===== src/rtl/rgbs_defines.vh =====
// Register offsets, field positions, reset values and codes for the sensor.
`ifndef RGBS_DEFINES_VH
`define RGBS_DEFINES_VH

`define RGBS_I2C_ADDR 7'h44
`define RGBS_RESET_CMD 8'h46

`define RGBS_OFF_ID_RESET 8'h00
`define RGBS_OFF_CONFIG_1 8'h01
`define RGBS_OFF_IR_COMP 8'h02
`define RGBS_OFF_STATUS 8'h08
`define RGBS_OFF_GREEN_LO 8'h09
`define RGBS_OFF_GREEN_HI 8'h0A
`define RGBS_OFF_RED_LO 8'h0B
`define RGBS_OFF_RED_HI 8'h0C
`define RGBS_OFF_BLUE_LO 8'h0D
`define RGBS_OFF_BLUE_HI 8'h0E

`define RGBS_CONFIG_1_RESET 5'h00
`define RGBS_IR_COMP_RESET 7'h00
`define RGBS_STATUS_RESET 8'h04
`define RGBS_RESULT_RESET 16'h0000

`define RGBS_CFG1_MODE_MSB 2
`define RGBS_CFG1_RANGE_BIT 3
`define RGBS_CFG1_RES_BIT 4
`define RGBS_IRC_SEL_BIT 7
`define RGBS_IRC_ADJ_MSB 5
`define RGBS_STAT_DONE_BIT 1
`define RGBS_STAT_SUPPLY_LOSS_CONDITION_BIT 2

`define RGBS_IR_OFFSET_CODES 8'h6A
`define RGBS_RES12_MASK 16'h0FFF

`define RGBS_MODE_POWER_DOWN 3'h0
`define RGBS_MODE_GREEN 3'h1
`define RGBS_MODE_RED 3'h2
`define RGBS_MODE_BLUE 3'h3
`define RGBS_MODE_STANDBY 3'h4
`define RGBS_MODE_GRB 3'h5
`define RGBS_MODE_GR 3'h6
`define RGBS_MODE_GB 3'h7

`define RGBS_CHAN_NONE 2'h0
`define RGBS_CHAN_GREEN 2'h1
`define RGBS_CHAN_RED 2'h2
`define RGBS_CHAN_BLUE 2'h3

`endif


===== src/rtl/rgbs_sensor.v =====
// Register file, I2C target and channel sequencer of the colour sensor.
`timescale 1ns/100ps
`default_nettype none
`include "rgbs_defines.vh"

module rgbs_sensor #(
  parameter [7:0] DEVICE_ID = 8'hA5
)
(
  input wire clock_i,
  input wire rst_i,
  input wire scl_i,
  input wire sda_i,
  output wire sda_o,
  output wire sda_oe_o,
  input wire supply_loss_i,
  input wire conv_done_i,
  input wire [15:0] conv_data_i,
  output wire conv_start_o,
  output wire [1:0] conv_channel_o,
  output wire [2:0] mode_o,
  output wire range_o,
  output wire resolution_o,
  output wire [7:0] ir_compensation_o
);

  localparam [3:0] ST_IDLE = 4'h0;
  localparam [3:0] ST_ADDR = 4'h1;
  localparam [3:0] ST_ADDR_ACK = 4'h2;
  localparam [3:0] ST_REG = 4'h3;
  localparam [3:0] ST_REG_ACK = 4'h4;
  localparam [3:0] ST_WDATA = 4'h5;
  localparam [3:0] ST_WDATA_ACK = 4'h6;
  localparam [3:0] ST_RDATA = 4'h7;
  localparam [3:0] ST_RACK = 4'h8;

  reg scl_meta_reg, scl_sync_reg, scl_prev_reg;
  reg sda_meta_reg, sda_sync_reg, sda_prev_reg;
  reg supply_loss_condition_meta_reg, supply_loss_condition_sync_reg;
  reg [3:0] state_reg;
  reg [3:0] bitcnt_reg;
  reg [7:0] shift_reg;
  reg [7:0] tx_reg;
  reg [7:0] ptr_reg;
  reg rw_reg, oe_reg, mack_reg, snap_reg;
  reg wr_en_reg;
  reg [7:0] wr_ptr_reg, wr_data_reg;
  reg soft_rst_reg;
  reg [4:0] config1_reg;
  reg ir_sel_reg;
  reg [5:0] ir_adj_reg;
  reg [7:0] ir_comp_reg;
  reg done_flag_reg, supply_loss_condition_flag_reg;
  reg busy_reg, start_reg;
  reg [1:0] chan_reg, last_chan_reg;
  reg [15:0] result_reg [0:2];
  reg [15:0] shadow_reg [0:2];
  reg [7:0] rd_byte;
  reg [1:0] first_chan;

  wire rst_all = rst_i | soft_rst_reg;
  wire [7:0] status_default = `RGBS_STATUS_RESET;
  wire scl_rise = scl_sync_reg & ~scl_prev_reg;
  wire scl_fall = ~scl_sync_reg & scl_prev_reg;
  wire i2c_start = scl_sync_reg & scl_prev_reg & sda_prev_reg & ~sda_sync_reg;
  wire i2c_stop = scl_sync_reg & scl_prev_reg & ~sda_prev_reg & sda_sync_reg;
  wire [2:0] mode = config1_reg[`RGBS_CFG1_MODE_MSB:0];
  wire active = (mode != `RGBS_MODE_POWER_DOWN) &&
                (mode != `RGBS_MODE_STANDBY);
  wire store = busy_reg & conv_done_i;
  wire [1:0] chan_view = busy_reg ? chan_reg : `RGBS_CHAN_NONE;
  wire [15:0] conv_masked = config1_reg[`RGBS_CFG1_RES_BIT] ?
                            (conv_data_i & `RGBS_RES12_MASK) : conv_data_i;

  // The first stage of each synchroniser feeds only the second.
  always @(posedge clock_i)
  begin
    if (rst_i)
    begin
      scl_meta_reg <= 1'b1;
      scl_sync_reg <= 1'b1;
      scl_prev_reg <= 1'b1;
      sda_meta_reg <= 1'b1;
      sda_sync_reg <= 1'b1;
      sda_prev_reg <= 1'b1;
      supply_loss_condition_meta_reg <= 1'b0;
      supply_loss_condition_sync_reg <= 1'b0;
    end
    else
    begin
      scl_meta_reg <= scl_i;
      scl_sync_reg <= scl_meta_reg;
      scl_prev_reg <= scl_sync_reg;
      sda_meta_reg <= sda_i;
      sda_sync_reg <= sda_meta_reg;
      sda_prev_reg <= sda_sync_reg;
      supply_loss_condition_meta_reg <= supply_loss_i;
      supply_loss_condition_sync_reg <= supply_loss_condition_meta_reg;
    end
  end

  // Result reads come from the shadow copy so both bytes of a value match.
  always @*
  begin
    case (ptr_reg)
      `RGBS_OFF_ID_RESET: rd_byte = DEVICE_ID;
      `RGBS_OFF_CONFIG_1: rd_byte = {3'h0, config1_reg};
      `RGBS_OFF_IR_COMP: rd_byte = {ir_sel_reg, 1'b0, ir_adj_reg};
      `RGBS_OFF_STATUS: rd_byte = {2'h0, chan_view, 1'b0, supply_loss_condition_flag_reg,
                                   done_flag_reg, 1'b0};
      `RGBS_OFF_GREEN_LO: rd_byte = shadow_reg[0][7:0];
      `RGBS_OFF_GREEN_HI: rd_byte = shadow_reg[0][15:8];
      `RGBS_OFF_RED_LO: rd_byte = shadow_reg[1][7:0];
      `RGBS_OFF_RED_HI: rd_byte = shadow_reg[1][15:8];
      `RGBS_OFF_BLUE_LO: rd_byte = shadow_reg[2][7:0];
      `RGBS_OFF_BLUE_HI: rd_byte = shadow_reg[2][15:8];
      default: rd_byte = 8'h00;
    endcase
  end

  // Serial target; samples on SCL rise and changes SDA after SCL falls.
  always @(posedge clock_i)
  begin
    if (rst_i)
    begin
      state_reg <= ST_IDLE;
      bitcnt_reg <= 4'h0;
      shift_reg <= 8'h00;
      tx_reg <= 8'h00;
      ptr_reg <= 8'h00;
      rw_reg <= 1'b0;
      oe_reg <= 1'b0;
      mack_reg <= 1'b0;
      snap_reg <= 1'b0;
      wr_en_reg <= 1'b0;
      wr_ptr_reg <= 8'h00;
      wr_data_reg <= 8'h00;
    end
    else
    begin
      snap_reg <= 1'b0;
      wr_en_reg <= 1'b0;
      if (i2c_start)
      begin
        state_reg <= ST_ADDR;
        bitcnt_reg <= 4'h0;
        oe_reg <= 1'b0;
      end
      else if (i2c_stop)
      begin
        state_reg <= ST_IDLE;
        oe_reg <= 1'b0;
      end
      else if (scl_rise)
      begin
        case (state_reg)
          ST_ADDR, ST_REG, ST_WDATA:
          begin
            if (bitcnt_reg != 4'h8)
            begin
              shift_reg <= {shift_reg[6:0], sda_sync_reg};
              bitcnt_reg <= bitcnt_reg + 4'h1;
            end
          end
          ST_RDATA: bitcnt_reg <= bitcnt_reg + 4'h1;
          ST_RACK: mack_reg <= ~sda_sync_reg;
          default: mack_reg <= mack_reg;
        endcase
      end
      else if (scl_fall)
      begin
        case (state_reg)
          ST_ADDR:
          begin
            if (bitcnt_reg == 4'h8)
            begin
              bitcnt_reg <= 4'h0;
              if (shift_reg[7:1] == `RGBS_I2C_ADDR)
              begin
                oe_reg <= 1'b1;
                rw_reg <= shift_reg[0];
                snap_reg <= shift_reg[0];
                state_reg <= ST_ADDR_ACK;
              end
              else
                state_reg <= ST_IDLE;
            end
          end
          ST_ADDR_ACK:
          begin
            bitcnt_reg <= 4'h0;
            if (rw_reg)
            begin
              tx_reg <= rd_byte;
              oe_reg <= ~rd_byte[7];
              ptr_reg <= ptr_reg + 8'h01;
              state_reg <= ST_RDATA;
            end
            else
            begin
              oe_reg <= 1'b0;
              state_reg <= ST_REG;
            end
          end
          ST_REG:
          begin
            if (bitcnt_reg == 4'h8)
            begin
              ptr_reg <= shift_reg;
              oe_reg <= 1'b1;
              state_reg <= ST_REG_ACK;
            end
          end
          ST_REG_ACK, ST_WDATA_ACK:
          begin
            oe_reg <= 1'b0;
            bitcnt_reg <= 4'h0;
            if (state_reg == ST_WDATA_ACK)
              ptr_reg <= ptr_reg + 8'h01;
            state_reg <= ST_WDATA;
          end
          ST_WDATA:
          begin
            if (bitcnt_reg == 4'h8)
            begin
              oe_reg <= 1'b1;
              wr_en_reg <= 1'b1;
              wr_ptr_reg <= ptr_reg;
              wr_data_reg <= shift_reg;
              state_reg <= ST_WDATA_ACK;
            end
          end
          ST_RDATA:
          begin
            if (bitcnt_reg == 4'h8)
            begin
              oe_reg <= 1'b0;
              state_reg <= ST_RACK;
            end
            else
            begin
              tx_reg <= {tx_reg[6:0], 1'b0};
              oe_reg <= ~tx_reg[6];
            end
          end
          ST_RACK:
          begin
            bitcnt_reg <= 4'h0;
            if (mack_reg)
            begin
              tx_reg <= rd_byte;
              oe_reg <= ~rd_byte[7];
              ptr_reg <= ptr_reg + 8'h01;
              state_reg <= ST_RDATA;
            end
            else
              state_reg <= ST_IDLE;
          end
          default: state_reg <= ST_IDLE;
        endcase
      end
    end
  end

  // Configuration registers; a soft reset lands one cycle after the write.
  always @(posedge clock_i)
  begin
    if (rst_all)
    begin
      config1_reg <= `RGBS_CONFIG_1_RESET;
      {ir_sel_reg, ir_adj_reg} <= `RGBS_IR_COMP_RESET;
      soft_rst_reg <= 1'b0;
      ir_comp_reg <= 8'h00;
    end
    else
    begin
      soft_rst_reg <= wr_en_reg && wr_ptr_reg == `RGBS_OFF_ID_RESET &&
                      wr_data_reg == `RGBS_RESET_CMD;
      if (wr_en_reg && wr_ptr_reg == `RGBS_OFF_CONFIG_1)
        config1_reg <= wr_data_reg[4:0];
      if (wr_en_reg && wr_ptr_reg == `RGBS_OFF_IR_COMP)
      begin
        ir_sel_reg <= wr_data_reg[`RGBS_IRC_SEL_BIT];
        ir_adj_reg <= wr_data_reg[`RGBS_IRC_ADJ_MSB:0];
      end
      // The largest sum, 106 offset plus 63 adjust codes, is 169, so it fits eight bits.
      ir_comp_reg <= (ir_sel_reg ? `RGBS_IR_OFFSET_CODES : 8'h00) +
                     {2'h0, ir_adj_reg};
    end
  end

  // Status flags; a hardware set always beats a host clear.
  always @(posedge clock_i)
  begin
    if (rst_all)
    begin
      supply_loss_condition_flag_reg <= status_default[`RGBS_STAT_SUPPLY_LOSS_CONDITION_BIT];
      done_flag_reg <= 1'b0;
    end
    else
    begin
      if (supply_loss_condition_sync_reg)
        supply_loss_condition_flag_reg <= 1'b1;
      else if (wr_en_reg && wr_ptr_reg == `RGBS_OFF_STATUS)
        supply_loss_condition_flag_reg <= wr_data_reg[`RGBS_STAT_SUPPLY_LOSS_CONDITION_BIT];
      if (store)
        done_flag_reg <= 1'b1;
      else if (start_reg)
        done_flag_reg <= 1'b0;
    end
  end

  // Next channel in green, red, blue order for the selected mode.
  always @*
  begin
    case (mode)
      `RGBS_MODE_GREEN: first_chan = `RGBS_CHAN_GREEN;
      `RGBS_MODE_RED: first_chan = `RGBS_CHAN_RED;
      `RGBS_MODE_BLUE: first_chan = `RGBS_CHAN_BLUE;
      `RGBS_MODE_GRB: first_chan = (last_chan_reg == `RGBS_CHAN_GREEN) ?
        `RGBS_CHAN_RED : (last_chan_reg == `RGBS_CHAN_RED) ?
        `RGBS_CHAN_BLUE : `RGBS_CHAN_GREEN;
      `RGBS_MODE_GR: first_chan = (last_chan_reg == `RGBS_CHAN_GREEN) ?
        `RGBS_CHAN_RED : `RGBS_CHAN_GREEN;
      `RGBS_MODE_GB: first_chan = (last_chan_reg == `RGBS_CHAN_GREEN) ?
        `RGBS_CHAN_BLUE : `RGBS_CHAN_GREEN;
      default: first_chan = `RGBS_CHAN_NONE;
    endcase
  end

  // Continuous sequencer; leaving an active mode abandons the conversion.
  always @(posedge clock_i)
  begin
    if (rst_all)
    begin
      busy_reg <= 1'b0;
      start_reg <= 1'b0;
      chan_reg <= `RGBS_CHAN_NONE;
      last_chan_reg <= `RGBS_CHAN_NONE;
    end
    else
    begin
      start_reg <= 1'b0;
      if (!active)
      begin
        busy_reg <= 1'b0;
        chan_reg <= `RGBS_CHAN_NONE;
        last_chan_reg <= `RGBS_CHAN_NONE;
      end
      else if (!busy_reg)
      begin
        busy_reg <= 1'b1;
        start_reg <= 1'b1;
        chan_reg <= first_chan;
      end
      else if (conv_done_i)
      begin
        busy_reg <= 1'b0;
        last_chan_reg <= chan_reg;
      end
    end
  end

  genvar g;
  generate
    for (g = 0; g < 3; g = g + 1)
    begin : gen_result
      always @(posedge clock_i)
      begin
        if (rst_all)
        begin
          result_reg[g] <= `RGBS_RESULT_RESET;
          shadow_reg[g] <= `RGBS_RESULT_RESET;
        end
        else
        begin
          if (store && chan_reg == g + 1)
            result_reg[g] <= conv_masked;
          if (snap_reg)
            shadow_reg[g] <= result_reg[g];
        end
      end
    end
  endgenerate

  assign sda_o = 1'b0;
  assign sda_oe_o = oe_reg;
  assign conv_start_o = start_reg;
  assign conv_channel_o = chan_reg;
  assign mode_o = mode;
  assign range_o = config1_reg[`RGBS_CFG1_RANGE_BIT];
  assign resolution_o = config1_reg[`RGBS_CFG1_RES_BIT];
  assign ir_compensation_o = ir_comp_reg;

endmodule
`default_nettype wire


===== config.mk =====
export PLATFORM = sky130hd
export DESIGN_NAME = rgbs_sensor
export DESIGN_NICKNAME = d
export VERILOG_FILES = /design/src/rtl/rgbs_sensor.v
export VERILOG_INCLUDE_DIRS = /design/src /design/src/rtl
export SDC_FILE = /design/constraint.sdc
export NUM_CORES = 1
export LEC_CHECK = 0
export CAP_MARGIN = 15
export CORE_MARGIN = 10
export CORE_UTILIZATION = 40
export CTS_CLUSTER_SIZE = 40
export DETAILED_ROUTE_END_ITERATION = 16
export DONT_BUFFER_PORTS = 1
export GPL_ROUTABILITY_DRIVEN = 0
export HOLD_SLACK_MARGIN = 0.08
export PLACE_DENSITY_LB_ADDON = 0.2
export SLEW_MARGIN = 10
export SYNTH_ARGS = -nofsm -noshare
export SYNTH_HDL_FRONTEND = slang
export SYNTH_SLANG_ARGS = --single-unit

===== constraint.sdc =====
create_clock -name clock_i -period 3.8 [get_ports clock_i]
set_clock_uncertainty 0.2 [all_clocks]
set_input_delay 0.57 -clock clock_i [delete_from_list [all_inputs] [get_ports clock_i]]
set_output_delay 0.57 -clock clock_i [all_outputs]
set_load 0.1 [all_outputs]

==> results.yml <==
outcome:
  status: "finished clean"
synth:
  synth_ff_type: "edfxtp_1"
  synthesis.area_mm2: 0.008346
  synth_top_area_share: 0.3454
  synth-warning-count: 0
  synth_common_cells: "96 x edfxtp_1, 89 x dfxtp_1, 88 x nor2_1, 53 x and3_1, 45 x nand2_1"
  synth.distinct_cells: 71
  seq_area_frac_synth: 0.5589
  yosys.area.top_type: "edfxtp_1"
  async_flop_share: 0
  ys_seq_elements: 185
  synth-edff-count: 96
  netlist_instances: 777
  syn_avg_cell_area_um2: 10.74
  synth_nets: 816
  yosysMostFrequentCell: "edfxtp_1"
  yosys-top-cells-area: "edfxtp_1 35%, dfxtp_1 21%, mux2i_1 4.8%, and3_1 4.0%, nor2_1 4.0%"
critical_path:
  endpoint_kind: "flop"
  cp_data_arrival_time_ps: 2850
  critPathRequiredTime_ps: 3930
  path_max_fanout: 22
  rr_startpoint: "ptr_reg[0]"
  cp-start-kind: "flop"
  startpoint: "ptr_reg[0]"
  crit_type: "flop to flop"
detailed_routing:
  drc_errors: 0
  wirelength_mm: 18.94
  drtIter0Drc: 399
  wire_per_inst_um: 18.18
  vias: 5740
  ant_nets: 0
  vias_per_cell: 5.509
  drt_pass1_iterations: 7
min_path:
  hp-class: "input port to flop"
  hold_start: "conv_data_i[3]"
timing:
  post-route-period-util: 0.7136
  hold_violations: 0
  fin_setup_tns_ps: 0
  period_minus_slack_ps: 2712
  rsz0062_at_grt: "no"
  finalSetupViolCount: 0
  tightest_slew_ps: 1049
  finalWorstSetupSlack_ps: 1088
  slew_headroom: 0.3007
  slew_viol_final: 0
  max_freq_mhz: 368.8
power_and_ir_drop:
  power.share.combinational: 0.027
  p_leak_nw: 3.701
  switchingPower_mw: 0.9488
  peakVddDrop_mv: 0.3901
  power_mw: 4.125
  intPower_mw: 3.176
  pwr-share-seq: 0.523
  power.density_mw_per_mm2: 447.1
  clkPwrFrac: 0.450
  p_sw_frac: 0.2300
floorplan:
  die_h_um: 164.4
  die-area_mm2: 0.02704
  core_mm2: 0.02036
  die_w_um: 164.4
  io_pins: 40
  rows: 52
  start_util: 0.4098
grt:
  antenna_found_initial: 0
  grt_max_degree: 52
  grt_pass1_vias: 5722
  grt_pass1_wl_mm: 30.93
  grt_use_total: 0.1432
  gr-total-overflow: 0
final_layout:
  final_nets: 798
  layout-drive-gt1-share: 0.09067
  n_antenna_cell: 0
  syn_to_final_growth_pct: 10.55
clock_tree:
  cts.clk_slew.worst_paths_ps: 80
  cts_tree: "done"
  clock_latency_ps: 440
  h-tree-depth: 4
  cts_setup_buffers: 0
  cts_buffers: 17
  ctsHoldBuffers: 5
  cts_root_buf: "clkbuf_16"
  cts_resized: 0
  numClockSinks: 185
  clk_path_buf_depth: 2
place:
  dp_hpwl_mm: 12.97
  portBuffers: 0
  post-place-ws_ps: 1161
job:
  maxCapViolCount: 0
## metrics by stage
| stage | cells | util | hold WS [ps] | cell area (µm²) |
|---|---|---|---|---|
| finish | 1042 | 0.4531 | 124.6 | 9226 |
| floorplan | 777 | - | 189.5 | 8346 |
| detailed placement | 1005 | 0.4195 | 197.7 | 8542 |
| CTS | 1042 | 0.4531 | 111.8 | 9226 |
| global route | 1042 | 0.4531 | 104.9 | 9226 |
| global placement | 1005 | 0.4195 | 199.5 | 8542 |
## final cells by class
type / count / area [µm²]
Fill cell: 1914 / 11140
Inverter: 16 / 60.06
Timing Repair Buffer: 17 / 150.1
Clock buffer: 17 / 425.4
Clock inverter: 15 / 198.9
Multi-Input combinational cell: 522 / 3390
Sequential cell: 185 / 4664
Tap cell: 270 / 337.8
## worst max-delay path: stages (launching register included)
cell and delay, ps:
dfxtp_1 380, inv_1 140, ha_1 680, a2111oi_0 190
o22ai_1 220, nor3b_4 370, o31ai_1 150, a311oi_1 300
## cell families (layout without fill, tap and decap cells)
logic type	count (synthesis)	after routing	share of synthesized area
buf+inv	70	65	0.03538
other cells	1	1	0.0004493
compound gates	140	140	0.1190
xor+xnor	6	6	0.006297
flops	185	185	0.5589
fa+ha+maj	17	17	0.02549
simple gates	317	317	0.2051
mux	41	41	0.04932
## routing by layer
metal	vias to the layer above	global-route usage	wire [µm]
met5	-	0	0
met2	108	0.2343	9189
met1	2805	0.1828	8677
met3	21	0.03435	788
met4	0	0.04710	285
li1	2806	-	-
## power groups by stage
stage / combinational [mW] / clock (mW) / sequential, mW
final: 0.111 / 1.86 / 2.16
after global routing: 0.122 / 1.97 / 2.16
after CTS: 0.112 / 1.89 / 2.16
after detailed placement: 0.0963 / 0 / 2.20
after global placement: 0.0943 / 0 / 2.20
after floorplan: 0.0920 / 0 / 2.19
## path summary, 6_finish.rpt
| kind | endpoint | slack, ps | depth (start not counted) |
|---|---|---|---|
| setup / recovery | tx_reg[5] | 1090 | 7 |
| hold / removal | result_reg[1][3] | 120 | 1 |
| setup reg to reg | tx_reg[5] | 1090 | 7 |
| hold reg to reg | scl_sync_reg | 210 | 1 |
## cells in the final DEF, fill, tap and decap left out, types with 16 or more instances in the layout
cell,instances
nand2_1,45
clkbuf_16,17
nor2_1,87
o21ai_0,19
mux2i_1,40
and3_1,53
ha_1,17
inv_1,16
a21oi_1,34
dfxtp_1,89
and2_1,42
edfxtp_1,96
No activity file was read; power rests on OpenSTA's default activity.
